--- src/include/fpcp_cfg.svh ---
// constants for the flash pin control and protection block
`ifndef FPCP_CFG_SVH
`define FPCP_CFG_SVH
`define FPCP_GPI_W 5
`define FPCP_STRAP_W 4
`define FPCP_NIB_W 4
`define FPCP_BOOT_ID 4'h0
`define FPCP_GPI_AAI_LO 2
`define FPCP_GPI_RST 5'h00
`define FPCP_NIB_RST 4'h0
`define FPCP_BYTE_RST 8'h00
`define FPCP_PIN_SAMPLE_RST 1'b0
`define FPCP_PROG_CYCLES 16
`endif

--- src/include/fpcp_pkg.sv ---
// types for the flash pin control and protection block
package fpcp_pkg;
  typedef enum logic [1:0]
  {
    FPCP_IDLE = 2'h0,
    FPCP_PROG = 2'h1,
    FPCP_DONE = 2'h3
  } fpcp_eng_type;
  typedef enum logic
  {
    FPCP_MODE_LPC = 1'h0,
    FPCP_MODE_AAI = 1'h1
  } fpcp_mode_type;
endpackage

--- src/include/fpcp_ctl_if.sv ---
// control carrier between the top, protection and programming modules
`timescale 1ns/1ps
`default_nettype none
interface fpcp_ctl_if;
  logic aai_mode;
  logic op_start;
  logic op_top;
  logic top_lock_bit;
  logic blk_lock_bit;
  logic op_allowed;
  modport top (output aai_mode, output op_top, output top_lock_bit, output blk_lock_bit,
    input op_start, input op_allowed);
  modport prot (input aai_mode, input op_start, input op_top, input top_lock_bit,
    input blk_lock_bit, output op_allowed);
  modport aai (input aai_mode, input op_allowed, output op_start);
endinterface
`default_nettype wire

--- src/rtl/fpcp_protect.sv ---
// hardware write protection evaluated from pins sampled at operation start
`timescale 1ns/1ps
`default_nettype none
`include "fpcp_cfg.svh"
module fpcp_protect
  import fpcp_pkg::*;
(
  input wire logic clock,
  input wire logic rst_i_n,
  input wire logic clk_en,
  input wire logic top_block_lock_n,
  input wire logic wp_level,
  fpcp_ctl_if.prot ctl
);
  logic tbl_q;
  logic tbl_d;
  logic wp_q;
  logic wp_d;
  logic tbl_eff;
  logic wp_eff;

  always_comb
  begin
    tbl_d = tbl_q;
    wp_d = wp_q;
    if (ctl.op_start)
    begin
      tbl_d = top_block_lock_n;
      wp_d = wp_level;
    end
    tbl_eff = ctl.op_start ? top_block_lock_n : tbl_q;
    wp_eff = ctl.op_start ? wp_level : wp_q;
    // a low pin protects whatever the lock register shows; mode overrides both the top pin and the write protect pin
    if (ctl.op_top)
      ctl.op_allowed = (ctl.aai_mode | tbl_eff) & ~ctl.top_lock_bit;
    else
      ctl.op_allowed = (ctl.aai_mode | wp_eff) & ~ctl.blk_lock_bit;
  end

  always_ff @(posedge clock or negedge rst_i_n)
  begin
    if (!rst_i_n)
    begin
      tbl_q <= `FPCP_PIN_SAMPLE_RST;
      wp_q <= `FPCP_PIN_SAMPLE_RST;
    end
    else if (clk_en)
    begin
      tbl_q <= tbl_d;
      wp_q <= wp_d;
    end
  end

  AST_TBL_LOCK: assert property (@(posedge clock) disable iff (!rst_i_n)
    ctl.op_start && ctl.op_top && !ctl.aai_mode && !top_block_lock_n |-> !ctl.op_allowed)
    else $error("top block not protected by low lock pin");
  AST_AAI_TBL: assert property (@(posedge clock) disable iff (!rst_i_n)
    ctl.op_start && ctl.op_top && ctl.aai_mode && !ctl.top_lock_bit |-> ctl.op_allowed)
    else $error("top lock pin not ignored in auto-increment mode");
  AST_WP_LOCK: assert property (@(posedge clock) disable iff (!rst_i_n)
    ctl.op_start && !ctl.op_top && !ctl.aai_mode |-> ctl.op_allowed == (wp_level && !ctl.blk_lock_bit))
    else $error("main block protection wrong");
  AST_HOLD: assert property (@(posedge clock) disable iff (!rst_i_n)
    clk_en && ctl.op_start ##1 !ctl.op_start [*2] |-> tbl_q == $past(top_block_lock_n, 2))
    else $error("protection sample not held");
endmodule
`default_nettype wire

--- src/rtl/fpcp_aai.sv ---
// auto-increment load capture, program engine and ready/busy pin
`timescale 1ns/1ps
`default_nettype none
`include "fpcp_cfg.svh"
module fpcp_aai
  import fpcp_pkg::*;
#(
  parameter int PROG_CYCLES = `FPCP_PROG_CYCLES
)
(
  input wire logic clock,
  input wire logic rst_i_n,
  input wire logic clk_en,
  fpcp_ctl_if.aai ctl,
  input wire logic load_strobe_n,
  input wire logic [`FPCP_NIB_W-1:0] load_nibble,
  input wire logic lpc_op_start,
  output logic ready_busy_flag_out_o,
  output logic ready_busy_flag_out_oe,
  output logic busy,
  output logic prog_done,
  output logic op_refused,
  output logic [7:0] prog_data
);
  localparam int CW = $clog2(PROG_CYCLES + 1);
  localparam int PL = PROG_CYCLES;
  generate
    if (PROG_CYCLES < 1)
      $error("PROG_CYCLES must be at least 1");
  endgenerate

  fpcp_eng_type eng_q;
  fpcp_eng_type eng_d;
  logic [CW-1:0] cnt_q;
  logic [CW-1:0] cnt_d;
  logic [`FPCP_NIB_W-1:0] low_q;
  logic [`FPCP_NIB_W-1:0] low_d;
  logic have_low_q;
  logic have_low_d;
  logic [7:0] buf_q;
  logic [7:0] buf_d;
  logic buf_full_q;
  logic buf_full_d;
  logic [7:0] data_q;
  logic [7:0] data_d;
  logic capture;
  logic ready;

  // a full buffer refuses further nibbles rather than overwrite a byte
  assign capture = ctl.aai_mode && !load_strobe_n && !buf_full_q;
  assign ctl.op_start = (eng_q == FPCP_IDLE) &&
    (ctl.aai_mode ? buf_full_q : lpc_op_start);

  always_comb
  begin
    eng_d = eng_q;
    cnt_d = cnt_q;
    low_d = low_q;
    have_low_d = have_low_q;
    buf_d = buf_q;
    buf_full_d = buf_full_q;
    data_d = data_q;
    if (ctl.op_start && ctl.aai_mode)
      buf_full_d = 1'b0;
    if (capture)
    begin
      if (!have_low_q)
      begin
        low_d = load_nibble;
        have_low_d = 1'b1;
      end
      else
      begin
        buf_d = {load_nibble, low_q};
        buf_full_d = 1'b1;
        have_low_d = 1'b0;
      end
    end
    else if (load_strobe_n || !ctl.aai_mode)
      have_low_d = 1'b0;
    case (eng_q)
      FPCP_IDLE:
      begin
        if (ctl.op_start && ctl.op_allowed)
        begin
          eng_d = FPCP_PROG;
          cnt_d = CW'(PROG_CYCLES - 1);
          data_d = buf_q;
        end
      end
      FPCP_PROG:
      begin
        if (cnt_q == '0)
          eng_d = FPCP_DONE;
        else
          cnt_d = cnt_q - CW'(1);
      end
      FPCP_DONE:
        eng_d = FPCP_IDLE;
      default:
        eng_d = FPCP_IDLE;
    endcase
  end

  // reset clears the engine mid-operation: the byte being written is abandoned
  always_ff @(posedge clock or negedge rst_i_n)
  begin
    if (!rst_i_n)
    begin
      eng_q <= FPCP_IDLE;
      cnt_q <= '0;
      low_q <= `FPCP_NIB_RST;
      have_low_q <= 1'b0;
      buf_q <= `FPCP_BYTE_RST;
      buf_full_q <= 1'b0;
      data_q <= `FPCP_BYTE_RST;
    end
    else if (clk_en)
    begin
      eng_q <= eng_d;
      cnt_q <= cnt_d;
      low_q <= low_d;
      have_low_q <= have_low_d;
      buf_q <= buf_d;
      buf_full_q <= buf_full_d;
      data_q <= data_d;
    end
  end

  // strobe low reports buffer free, strobe high reports programming complete
  assign ready = !load_strobe_n ? !buf_full_q : (eng_q == FPCP_IDLE) && !buf_full_q;
  assign ready_busy_flag_out_o = 1'b0;
  assign ready_busy_flag_out_oe = ctl.aai_mode && !ready;
  assign busy = (eng_q != FPCP_IDLE);
  assign prog_done = (eng_q == FPCP_DONE);
  assign op_refused = ctl.op_start && !ctl.op_allowed;
  assign prog_data = data_q;

  AST_LOAD_PAIR: assert property (@(posedge clock) disable iff (!rst_i_n)
    clk_en && capture && have_low_q |=> buf_full_q && buf_q == {$past(load_nibble), $past(low_q)})
    else $error("loaded byte not assembled on clock edge");
  AST_RB_BUF: assert property (@(posedge clock) disable iff (!rst_i_n)
    ctl.aai_mode && !load_strobe_n && buf_full_q |-> ready_busy_flag_out_oe)
    else $error("busy not shown while buffer full");
  AST_RB_DONE: assert property (@(posedge clock) disable iff (!rst_i_n)
    ctl.aai_mode && load_strobe_n && eng_q == FPCP_PROG |-> ready_busy_flag_out_oe)
    else $error("ready shown while programming");
  AST_PROG_LEN: assert property (@(posedge clock) disable iff (!rst_i_n || !clk_en)
    $rose(busy) |-> ##[1:PL] prog_done)
    else $error("program cycle did not finish in time");
endmodule
`default_nettype wire

--- src/rtl/fpcp_top.sv ---
// pin control: reset merge, id straps, general inputs, protection and mode select
`timescale 1ns/1ps
`default_nettype none
`include "fpcp_cfg.svh"
// Overview of operation
// - either reset pin low resets the device
// - straps give identity, zero means boot device
// - straps act the same in auto-increment mode
// - general input levels readable over the bus
// - general inputs two to four ignored in auto-increment
// - low top lock pin blocks boot block programming
// - top lock pin ignored in auto-increment mode
// - low write protect blocks all other blocks outside auto-increment mode
// - supervoltage on mode pin selects auto-increment
// - open-drain ready/busy driven in auto-increment mode
// - load level picks buffer-free or complete flag
// - reset during read deselects and floats bus data
// - reset aborts a running program
// - top lock pin ORed with boot lock bit
// - loaded data captured on rising clock edge
module fpcp_top
  import fpcp_pkg::*;
#(
  parameter int PROG_CYCLES = `FPCP_PROG_CYCLES,
  parameter int GPI_W = `FPCP_GPI_W,
  parameter int STRAP_W = `FPCP_STRAP_W
)
(
  input wire logic clock,
  input wire logic rst_n,
  input wire logic clk_en,
  input wire logic init_n,
  input wire logic [STRAP_W-1:0] chip_select_straps,
  input wire logic [STRAP_W-1:0] cycle_id,
  input wire logic cycle_id_valid,
  output logic id_match,
  output logic boot_device,
  input wire logic [GPI_W-1:0] general_input_pins,
  input wire logic gpi_rd_start,
  output logic [GPI_W-1:0] gpi_rd_data,
  input wire logic top_block_lock_n,
  input wire logic write_protect_mode_pin,
  input wire logic mode_pin_supervoltage,
  output logic auto_increment_program_mode,
  input wire logic boot_lock_bit,
  input wire logic block_lock_bit,
  input wire logic lpc_op_start,
  input wire logic op_top_block,
  output logic op_allowed,
  output logic op_refused,
  output logic busy,
  output logic prog_done,
  output logic [7:0] prog_data,
  input wire logic load_strobe_n,
  input wire logic [`FPCP_NIB_W-1:0] lad_in,
  input wire logic lad_drive_req,
  input wire logic [`FPCP_NIB_W-1:0] lad_drive_data,
  output logic [`FPCP_NIB_W-1:0] lad_out,
  output logic lad_oe,
  output logic ready_busy_flag_out_o,
  output logic ready_busy_flag_out_oe,
  output logic device_reset_n
);
  generate
    if (GPI_W != `FPCP_GPI_W || STRAP_W != `FPCP_STRAP_W)
      $error("general input and strap widths are fixed by the pinout");
  endgenerate

  fpcp_ctl_if ctl ();

  logic rst_any_n;
  logic rst_s1_q;
  logic rst_s2_q;
  logic rst_i_n;

  // both reset pins feed one asynchronous reset; release is synchronised
  assign rst_any_n = rst_n & init_n;

  always_ff @(posedge clock or negedge rst_any_n)
  begin
    if (!rst_any_n)
    begin
      rst_s1_q <= 1'b0;
      rst_s2_q <= 1'b0;
    end
    else
    begin
      rst_s1_q <= 1'b1;
      rst_s2_q <= rst_s1_q;
    end
  end

  assign rst_i_n = rst_s2_q;
  assign device_reset_n = rst_i_n;

  fpcp_mode_type mode_q;
  fpcp_mode_type mode_d;
  logic [STRAP_W-1:0] strap_q;
  logic [STRAP_W-1:0] strap_d;
  logic id_match_q;
  logic id_match_d;
  logic [GPI_W-1:0] gpi_q;
  logic [GPI_W-1:0] gpi_d;
  logic [GPI_W-1:0] gpi_keep;
  logic [`FPCP_NIB_W-1:0] lad_q;
  logic [`FPCP_NIB_W-1:0] lad_d;
  logic lad_oe_q;
  logic lad_oe_d;

  // per-bit mask: upper general inputs are don't-care in auto-increment mode
  genvar gi;
  generate
    for (gi = 0; gi < GPI_W; gi++)
    begin : g_gpi
      if (gi >= `FPCP_GPI_AAI_LO)
        assign gpi_keep[gi] = (mode_q == FPCP_MODE_LPC);
      else
        assign gpi_keep[gi] = 1'b1;
    end
  endgenerate

  always_comb
  begin
    // mode follows the supervoltage detector on the write protect pin
    mode_d = mode_pin_supervoltage ? FPCP_MODE_AAI : FPCP_MODE_LPC;
    // straps are re-sampled every cycle, identically in both modes
    strap_d = chip_select_straps;
    id_match_d = id_match_q;
    if (cycle_id_valid)
      id_match_d = (cycle_id == strap_q);
    gpi_d = gpi_q;
    // the host guarantees stable inputs from before the read cycle to its end
    if (gpi_rd_start)
      gpi_d = general_input_pins & gpi_keep;
    lad_d = lad_q;
    lad_oe_d = lad_drive_req;
    if (lad_drive_req)
      lad_d = lad_drive_data;
  end

  always_ff @(posedge clock or negedge rst_i_n)
  begin
    if (!rst_i_n)
    begin
      mode_q <= FPCP_MODE_LPC;
      strap_q <= `FPCP_BOOT_ID;
      id_match_q <= 1'b0;
      gpi_q <= `FPCP_GPI_RST;
      lad_q <= `FPCP_NIB_RST;
      lad_oe_q <= 1'b0;
    end
    else if (clk_en)
    begin
      mode_q <= mode_d;
      strap_q <= strap_d;
      id_match_q <= id_match_d;
      gpi_q <= gpi_d;
      lad_q <= lad_d;
      lad_oe_q <= lad_oe_d;
    end
  end

  // the raw pin drops the drivers at once; the synchronised copy keeps them off
  assign lad_oe = lad_oe_q && rst_any_n;
  assign lad_out = lad_q;
  assign id_match = id_match_q && rst_i_n;
  assign boot_device = (strap_q == `FPCP_BOOT_ID);
  assign gpi_rd_data = gpi_q;
  assign auto_increment_program_mode = (mode_q == FPCP_MODE_AAI);

  assign ctl.aai_mode = (mode_q == FPCP_MODE_AAI);
  assign ctl.op_top = op_top_block;
  assign ctl.top_lock_bit = boot_lock_bit;
  assign ctl.blk_lock_bit = block_lock_bit;
  assign op_allowed = ctl.op_allowed;

  // in auto-increment mode the pin carries supervoltage, so it is not a protect level
  fpcp_protect u_protect (
    .clock(clock),
    .rst_i_n(rst_i_n),
    .clk_en(clk_en),
    .top_block_lock_n(top_block_lock_n),
    .wp_level(write_protect_mode_pin),
    .ctl(ctl.prot)
  );

  fpcp_aai #(
    .PROG_CYCLES(PROG_CYCLES)
  ) u_aai (
    .clock(clock),
    .rst_i_n(rst_i_n),
    .clk_en(clk_en),
    .ctl(ctl.aai),
    .load_strobe_n(load_strobe_n),
    .load_nibble(lad_in),
    .lpc_op_start(lpc_op_start),
    .ready_busy_flag_out_o(ready_busy_flag_out_o),
    .ready_busy_flag_out_oe(ready_busy_flag_out_oe),
    .busy(busy),
    .prog_done(prog_done),
    .op_refused(op_refused),
    .prog_data(prog_data)
  );

  AST_RST_MERGE: assert property (@(posedge clock) disable iff (!rst_n)
    !init_n |-> ##[0:2] !rst_i_n)
    else $error("secondary reset pin did not reset the device");
  AST_RST_FLOAT: assert property (@(posedge clock)
    !rst_i_n |-> !lad_oe && !id_match)
    else $error("bus data driven during reset");
  // the engine is cleared asynchronously, so busy must already be low while reset is held
  AST_RST_ABORT: assert property (@(posedge clock)
    (!init_n || !rst_n) |-> !busy)
    else $error("reset did not abort program");
  AST_ID_MATCH: assert property (@(posedge clock) disable iff (!rst_i_n)
    clk_en && cycle_id_valid ##1 clk_en |-> ##1
      id_match == ($past(cycle_id, 2) == $past(chip_select_straps, 3)))
    else $error("strap match wrong");
  AST_GPI_READ: assert property (@(posedge clock) disable iff (!rst_i_n)
    clk_en && gpi_rd_start && mode_q == FPCP_MODE_LPC |=> gpi_rd_data == $past(general_input_pins))
    else $error("general input value not captured");
  AST_GPI_AAI: assert property (@(posedge clock) disable iff (!rst_i_n)
    clk_en && gpi_rd_start && mode_q == FPCP_MODE_AAI |=> gpi_rd_data[GPI_W-1:2] == '0)
    else $error("upper general inputs not ignored");
  AST_MODE: assert property (@(posedge clock) disable iff (!rst_i_n)
    clk_en && mode_pin_supervoltage && $past(rst_i_n) ##1 clk_en && mode_pin_supervoltage
      |-> auto_increment_program_mode)
    else $error("supervoltage did not select auto-increment mode");
  AST_BOOT_OR: assert property (@(posedge clock) disable iff (!rst_i_n)
    ctl.op_start && op_top_block && top_block_lock_n && boot_lock_bit |-> !op_allowed)
    else $error("boot lock bit not honoured");
endmodule
`default_nettype wire

--- config.mk ---
export PLATFORM = sky130hd
export DESIGN_NAME = fpcp_top
export DESIGN_NICKNAME = d
export VERILOG_FILES = /design/src/include/fpcp_pkg.sv /design/src/include/fpcp_ctl_if.sv /design/src/rtl/fpcp_protect.sv /design/src/rtl/fpcp_aai.sv /design/src/rtl/fpcp_top.sv
export VERILOG_INCLUDE_DIRS = /design/src /design/src/include
export SDC_FILE = /design/constraint.sdc
export NUM_CORES = 1
export LEC_CHECK = 0
export ABC_AREA = 1
export ABC_CLOCK_PERIOD_IN_PS = 7000
export BUFFER_PORTS_ARGS = -buffer_cell sky130_fd_sc_hd__buf_4
export CORE_MARGIN = 4
export CORE_UTILIZATION = 55
export CTS_CLUSTER_SIZE = 24
export DETAILED_ROUTE_END_ITERATION = 8
export PLACE_DENSITY = 0.84
export SLEW_MARGIN = 40
export SYNTH_ARGS = -nofsm -noshare
export SYNTH_HDL_FRONTEND = slang
export SYNTH_SLANG_ARGS = --single-unit
--- constraint.sdc ---
create_clock -name clock -period 7 [get_ports clock]
set_clock_uncertainty 0.2 [all_clocks]
set_input_delay 2.1 -clock clock [delete_from_list [all_inputs] [get_ports clock]]
set_output_delay 2.1 -clock clock [all_outputs]
set_load 0.02 [all_outputs]
== After elaboration in Yosys (flattened, before gate mapping) ==
Index checks and enable logic that the tools add are counted.

* Order comparisons: 0
* Bitwise logic cells: 10
* Mux-type cells: 18
* Eq/ne operators: 6
* Add/subtract/negate cells: 1
* Reductions and logical operators: 31
* Divide/modulo/power cells: 0
* Shift operators: 0
* Multiply operators: 0

{| class="wikitable"
|+ Operators by type and width
! operator !! number
|-
| 1-bit 2-to-1 mux || 12
|-
| 3-bit AND reduction || 4
|-
| 1-bit logical AND || 10
|-
| 5-bit 2-to-1 mux || 2
|-
| 5-bit case mux with 2 select lines || 1
|-
| 2-bit AND reduction || 4
|-
| 2-bit nonzero test || 3
|-
| 5-bit AND || 1
|-
| 1-bit logical NOT || 5
|-
| 5-bit logical NOT || 1
|-
| 5-bit by 1-bit subtractor with 5-bit output (second input constant) || 1
|-
| 4-bit == test || 1
|-
| 4-bit logical NOT || 1
|-
| 2-bit 2-to-1 mux || 2
|-
| 2-bit by 1-bit inequality test with 1-bit output (second input constant) || 2
|-
| 1-bit inverter || 4
|-
| 2-bit case mux with 2 select lines || 1
|-
| 4-bit AND reduction || 1
|-
| 1-bit AND || 3
|-
| 2-bit by 1-bit == test with 1-bit output (second input constant) || 1
|-
| 2-bit == test (second input constant) || 1
|-
| 2-bit logical NOT || 1
|-
| 2-bit inequality test (second input constant) || 1
|-
| 1-bit bitwise OR || 2
|-
| 1-bit logical OR || 1
|}

* Bits in registers: 49
* Input port bits: 36
* Output and inout bits: 28
* Bits in writable memories: 0
* Logic and storage cells: 83
* Memories kept: 0
* Bits in latches: 0
* ROM bits: 0

== Logic depth before layout (Yosys ltp) ==
* Depth after elaboration: 9
* Mapped depth: 12
* Depth with buffers taken out: 12

== Hierarchy ==
A second synthesis with hierarchy kept.

* Cell total of the unflattened synthesis: 269
* Area, all modules: 2268.4 um^2

{| class="wikitable"
|+ By module, submodules not included
! module !! times used !! seq. area each (um^2) !! cells each !! area an instance (um^2)
|-
| fpcp_aai || 1 || 725.7 || 166 || 1381.3
|-
| fpcp_top || 1 || 450.4 || 83 || 757.0
|-
| fpcp_protect || 1 || 50.0 || 20 || 130.1
|}

== Worst setup path before layout ==
No wires, ideal clock.

* Path kind: input to output
* From: input lpc_op_start
* To: output op_refused
* Required time: 4.700 ns
* Stages on the path: 8
* Path buffers: 0
* Slack: 1.801 ns
* Arrival time: 2.899 ns
* Cells stage by stage: inv_1 -> nand2_1 -> nand3_2 -> nand2_1 -> nand3_1 -> nand2_2 -> nand2_4 -> nor2_1

* Cells in the longest elaborated chain, start to end: 8
* Elaborated cells on any way between the ends: 11
* Classes of those cells: 4 x mux; 4 x bitwise; 3 x reduce/logical

{| class="wikitable"
|+ RTL lines
! element !! RTL line !! text
|-
| from (decl) || fpcp_top.sv:47 || <nowiki>input wire logic lpc_op_start,</nowiki>
|-
| 1-bit 2-to-1 mux * || fpcp_aai.sv:52 || <nowiki>(ctl.aai_mode ? buf_full_q : lpc_op_start);</nowiki>
|-
| 1-bit logical AND * || fpcp_aai.sv:51 || <nowiki>assign ctl.op_start = (eng_q == FPCP_IDLE) &&</nowiki>
|-
| 1-bit 2-to-1 mux, on equally long branches || -- ||
|-
| 1-bit bitwise OR, on equally long branches || fpcp_protect.sv:37, fpcp_protect.sv:35 ||
|-
| 1-bit AND, on equally long branches || fpcp_protect.sv:37, fpcp_protect.sv:35 ||
|-
| 1-bit 2-to-1 mux * || fpcp_protect.sv:34 || <nowiki>if (ctl.op_top)</nowiki>
|-
| named net op_allowed || fpcp_top.sv:49 || <nowiki>output logic op_allowed,</nowiki>
|-
| 1-bit logical NOT * || fpcp_aai.sv:136 || <nowiki>assign op_refused = ctl.op_start && !ctl.op_allowed;</nowiki>
|-
| 1-bit logical AND * || fpcp_aai.sv:136 ||
|-
| to (decl) || fpcp_top.sv:50 || <nowiki>output logic op_refused,</nowiki>
|}

Mark *: on every way through the listed nets, which the timed path passes. The rest lies on a longest branch.

== Worst setup path after layout ==
* From: input lpc_op_start
* To: output op_refused

* Cells in the longest elaborated chain, start to end: 8
* Elaborated cells on any way between the ends: 11
* Classes of those cells: 4 x mux; 4 x bitwise; 3 x reduce/logical

{| class="wikitable"
|+ RTL lines
! element !! RTL line
|-
| 1-bit 2-to-1 mux * || fpcp_aai.sv:52
|-
| 1-bit logical AND * || fpcp_aai.sv:51
|-
| 1-bit 2-to-1 mux, on equally long branches || --
|-
| 1-bit bitwise OR, on equally long branches || fpcp_protect.sv:37, fpcp_protect.sv:35
|-
| 1-bit AND, on equally long branches || fpcp_protect.sv:37, fpcp_protect.sv:35
|-
| 1-bit 2-to-1 mux || fpcp_protect.sv:34
|-
| 1-bit logical NOT || fpcp_aai.sv:136
|-
| 1-bit logical AND * || fpcp_aai.sv:136
|}

Mark *: on every way between the ends. The rest lies on a longest branch, timed or not.

==> reports/results.tsv <==
stage	metric	value	unit
outcome	status	completed	
routing	initial DRC count	146	
yosys	post-synthesis sequential area ratio	0.554	
critical_path	Top delay family on crit path	simple AND/OR/NAND/NOR gates	
layout	FF+latch area	1230	um^2
floorplanning	std cell rows	22	
layout	Fillers	271	
layout	Layout Nets	354	
critical_path	WP data arrival	2.97	ns
routing	DRT Wirelength	4700	um
critical_path	worst-path fanout max	4	
timing	Peak Freq	190	MHz
global_routing	vias in the first global route	1892	
clock_network	Sink Count	49	
routing	highest routing layer actually used	met4	
global_routing	first-pass GRT wire length	8180	um
critical_path	CP required	4.70	ns
timing	Tcrit/Tclk final	0.753	
yosys	post-synthesis cell count	249	
clock_network	clk_lat worst skew	0.29	ns
critical_path	Critical-path top delay cell	buf_4	
layout	commonest non-fill, non-tap cell in the layout	nand2_1	
global_routing	largest net degree at the start of global routing	36	
clock_network	Worst-path clk slew	0.09	ns
layout	number of diodes	0	
timing	Max Slew Vio Count	0	
timing	Relative slew margins	0.643	
timing	hold slack	0.154	ns
yosys	Netlist Area Pre-Place	2210	um^2
layout	most frequent cells in the layout	83 x nand2_1, 63 x buf_4, 48 x dfrtp_1, 28 x inv_1, 21 x o21ai_0	
placement	gpl congestion	0.794	
layout	layout cell share with drive strength beyond 1	0.287	
clock_network	CTS Buf Count	5	
routing	drt pass-1 iters	4	
routing	Routed WL per cell	12.9	um
yosys	FF+latch count, synth	49	
routing	met3 WL	276	um
pwr	PwrDens	337	nW/um^2
critical_path	Buf/Inv on CP	3	
clock_network	setup bufs post-CTS	0	
global_routing	Total Routing Usage GR	0.204	
timing	RSZ-0062 raised after global routing	false	
routing	Via Count	1858	
placement	port buffer count	62	
clock_network	CTS root buf	clkbuf_8	
floorplanning	Die Span Y	71.4	um
clock_network	CTS max path bufs	2	
routing	met1 wire length	1950	um
pwr	Pleak	1.57	nW
timing	setup violators final	0	
yosys	Syn Nets	287	
routing	Post-DRT Antenna Nets	0	
hold_path	Tightest Hold Check Type	register to register	
placement	Place WS	1.73	ns
floorplanning	chip width	71.4	um
floorplanning	initial core utilization	0.587	
placement	detailed placement HPWL	3430	um
critical_path	CP Launch Type	input port	
critical_path	crit end category	output port	
routing	Via density	5.09	
timing	worst setup margin	1.73	ns
timing	final setup TNS	0	ns
clock_network	H-tree level count	2	
pwr	Max VDD drop	0.239	mV
clock_network	CTS tree	yes	
floorplanning	DIE AREA	5100	um^2
critical_path	CP cell instances	buf_4 -> inv_1 -> nand2_1 -> nand3_2 -> nand2_1 -> nand3_1 -> nand2_2 -> nand2_4 -> nor2_1 -> buf_4	
yosys	Syn. warnings	0	
layout	Multi-input gate area	850	um^2
critical_path	Setup Crit Path Kind	input port to output port	
floorplanning	I/O pins	64	
routing	routed wl met2	2390	um
global_routing	antenna violations before repair	0	
timing	Worst Tran Pin Value	0.534	ns
floorplanning	Core Box Area	3770	um^2
critical_path	Largest stage delay, worst path	0.14	ns
routing	residual DRC count	0	
timing	Hold Vio Cnt, Final	0	
flow_run	Max-cap violations	0	
yosys	Avg Inst Size Synth	8.88	um^2
timing	Tmin final	5.27	ns
global_routing	total grt overflow	0	
clock_network	post-CTS sizing	0	
yosys	Distinct cells, synth	29	
layout	synthesis-to-layout area growth	28.2	%
cells by family (layout without fill, tap and decap cells):
logic type      count (synthesis)  in the layout  share of synthesized area
mux                             8              8                     0.0407
simple gates                  118            118                      0.238
flops                          49             49                      0.554
compound gates                 34             34                     0.0826
other cells                     2              2                    0.00339
xor+xnor                        2              2                    0.00792
fa+ha+maj                       2              2                     0.0113
buf+inv                        34            102                     0.0617
layer usage:
metal	vias to the layer above	track usage
met3	9	0.0491
met4	0	0.0731
met1	882	0.256
met2	48	0.342
met5	-	0
li1	919	-
worst register-to-register path: cells and delay by family (launching register included):
kind / cells / cell delay [ns]
buffers and inverters: 2 / 0.32
flip-flops: 1 / 0.45
AND/OR/NAND/NOR: 9 / 0.82
flip-flops by register name, summed over array words and instances, names as in the netlist:
name and count:
gpi_rd_data 5, u_aai.buf_full_q 1, u_aai.buf_q 8, u_aai.low_q 4, u_protect.wp_q 1, u_aai.eng_q 2, rst_s1_q 1, auto_increment_program_mode 1
u_protect.tbl_q 1, u_aai.cnt_q 5, lad_oe_q 1, device_reset_n 1, id_match_q 1, strap_q 4, u_aai.prog_data 8, u_aai.have_low_q 1
lad_out 4
timing repair:
| action | 4_1_cts | 5_1_grt |
|---|---|---|
| hold buffers | 1 | 0 |
| hold endpoints to repair | 12 | 0 |
| endpoints found under the setup margin | 0 | 0 |
cell type report:
cell class              instances  area share
repair buffers                 64       0.170
clock buffers                   7      0.0340
flip-flops and latches         49       0.433
inverters                      30      0.0406
clock inverters                 1     0.00176
multi-input cells             166       0.300
well taps                      48      0.0212
report_power, final:
group          switching, mW  internal (mW)  total (mW)
logic                  0.210          0.144       0.354
clock network         0.0879         0.0893       0.177
registers             0.0556          0.369       0.425
stage by stage:
| stage | util | total power, mW | area (um^2) | std cells |
|---|---|---|---|---|
| 6_report | 0.752 | 0.956 | 2840 | 365 |
| 2_1_floorplan | - | 0.657 | 2210 | 249 |
| 3_3_place_gp | 0.723 | 0.771 | 2730 | 356 |
| 3_5_place_dp | 0.723 | 0.785 | 2730 | 356 |
| 5_1_grt | 0.752 | 1.04 | 2840 | 365 |
| 4_1_cts | 0.752 | 0.965 | 2840 | 365 |
synthesized netlist by cell type, drive strengths merged:
cell    count  area, um^2
mux2        8        90.1
inv        30         115
xnor2       1        8.76
ha          2        25.0
a21oi       6        30.0
nand3      16        97.6
o31ai       1        7.51
clkbuf      1        3.75
buf         3        17.5
nand2      89         369
nor3        1        5.00
nor2       11        48.8
dfrtp      49        1230
o21ai      21         105
conb        2        7.51
nor4        1        6.26
a22oi       1        7.51
o22ai       1        6.26
xor2        1        8.76
a31oi       3        18.8
o211ai      1        7.51
worst paths after layout:
check	from	end	slack (ns)	cells after the start
min in group asynchronous	device_reset_n	auto_increment_program_mode	0.20	1
worst min-delay path	rst_s1_q	device_reset_n	0.15	0
worst max register to register	auto_increment_program_mode	u_aai.prog_data[2]	5.16	11
worst max-delay path	lpc_op_start	op_refused	1.73	10
max in group asynchronous	rst_n	device_reset_n	4.98	3
worst min register to register	rst_s1_q	device_reset_n	0.15	0
Power figures use the tool's default switching activity.
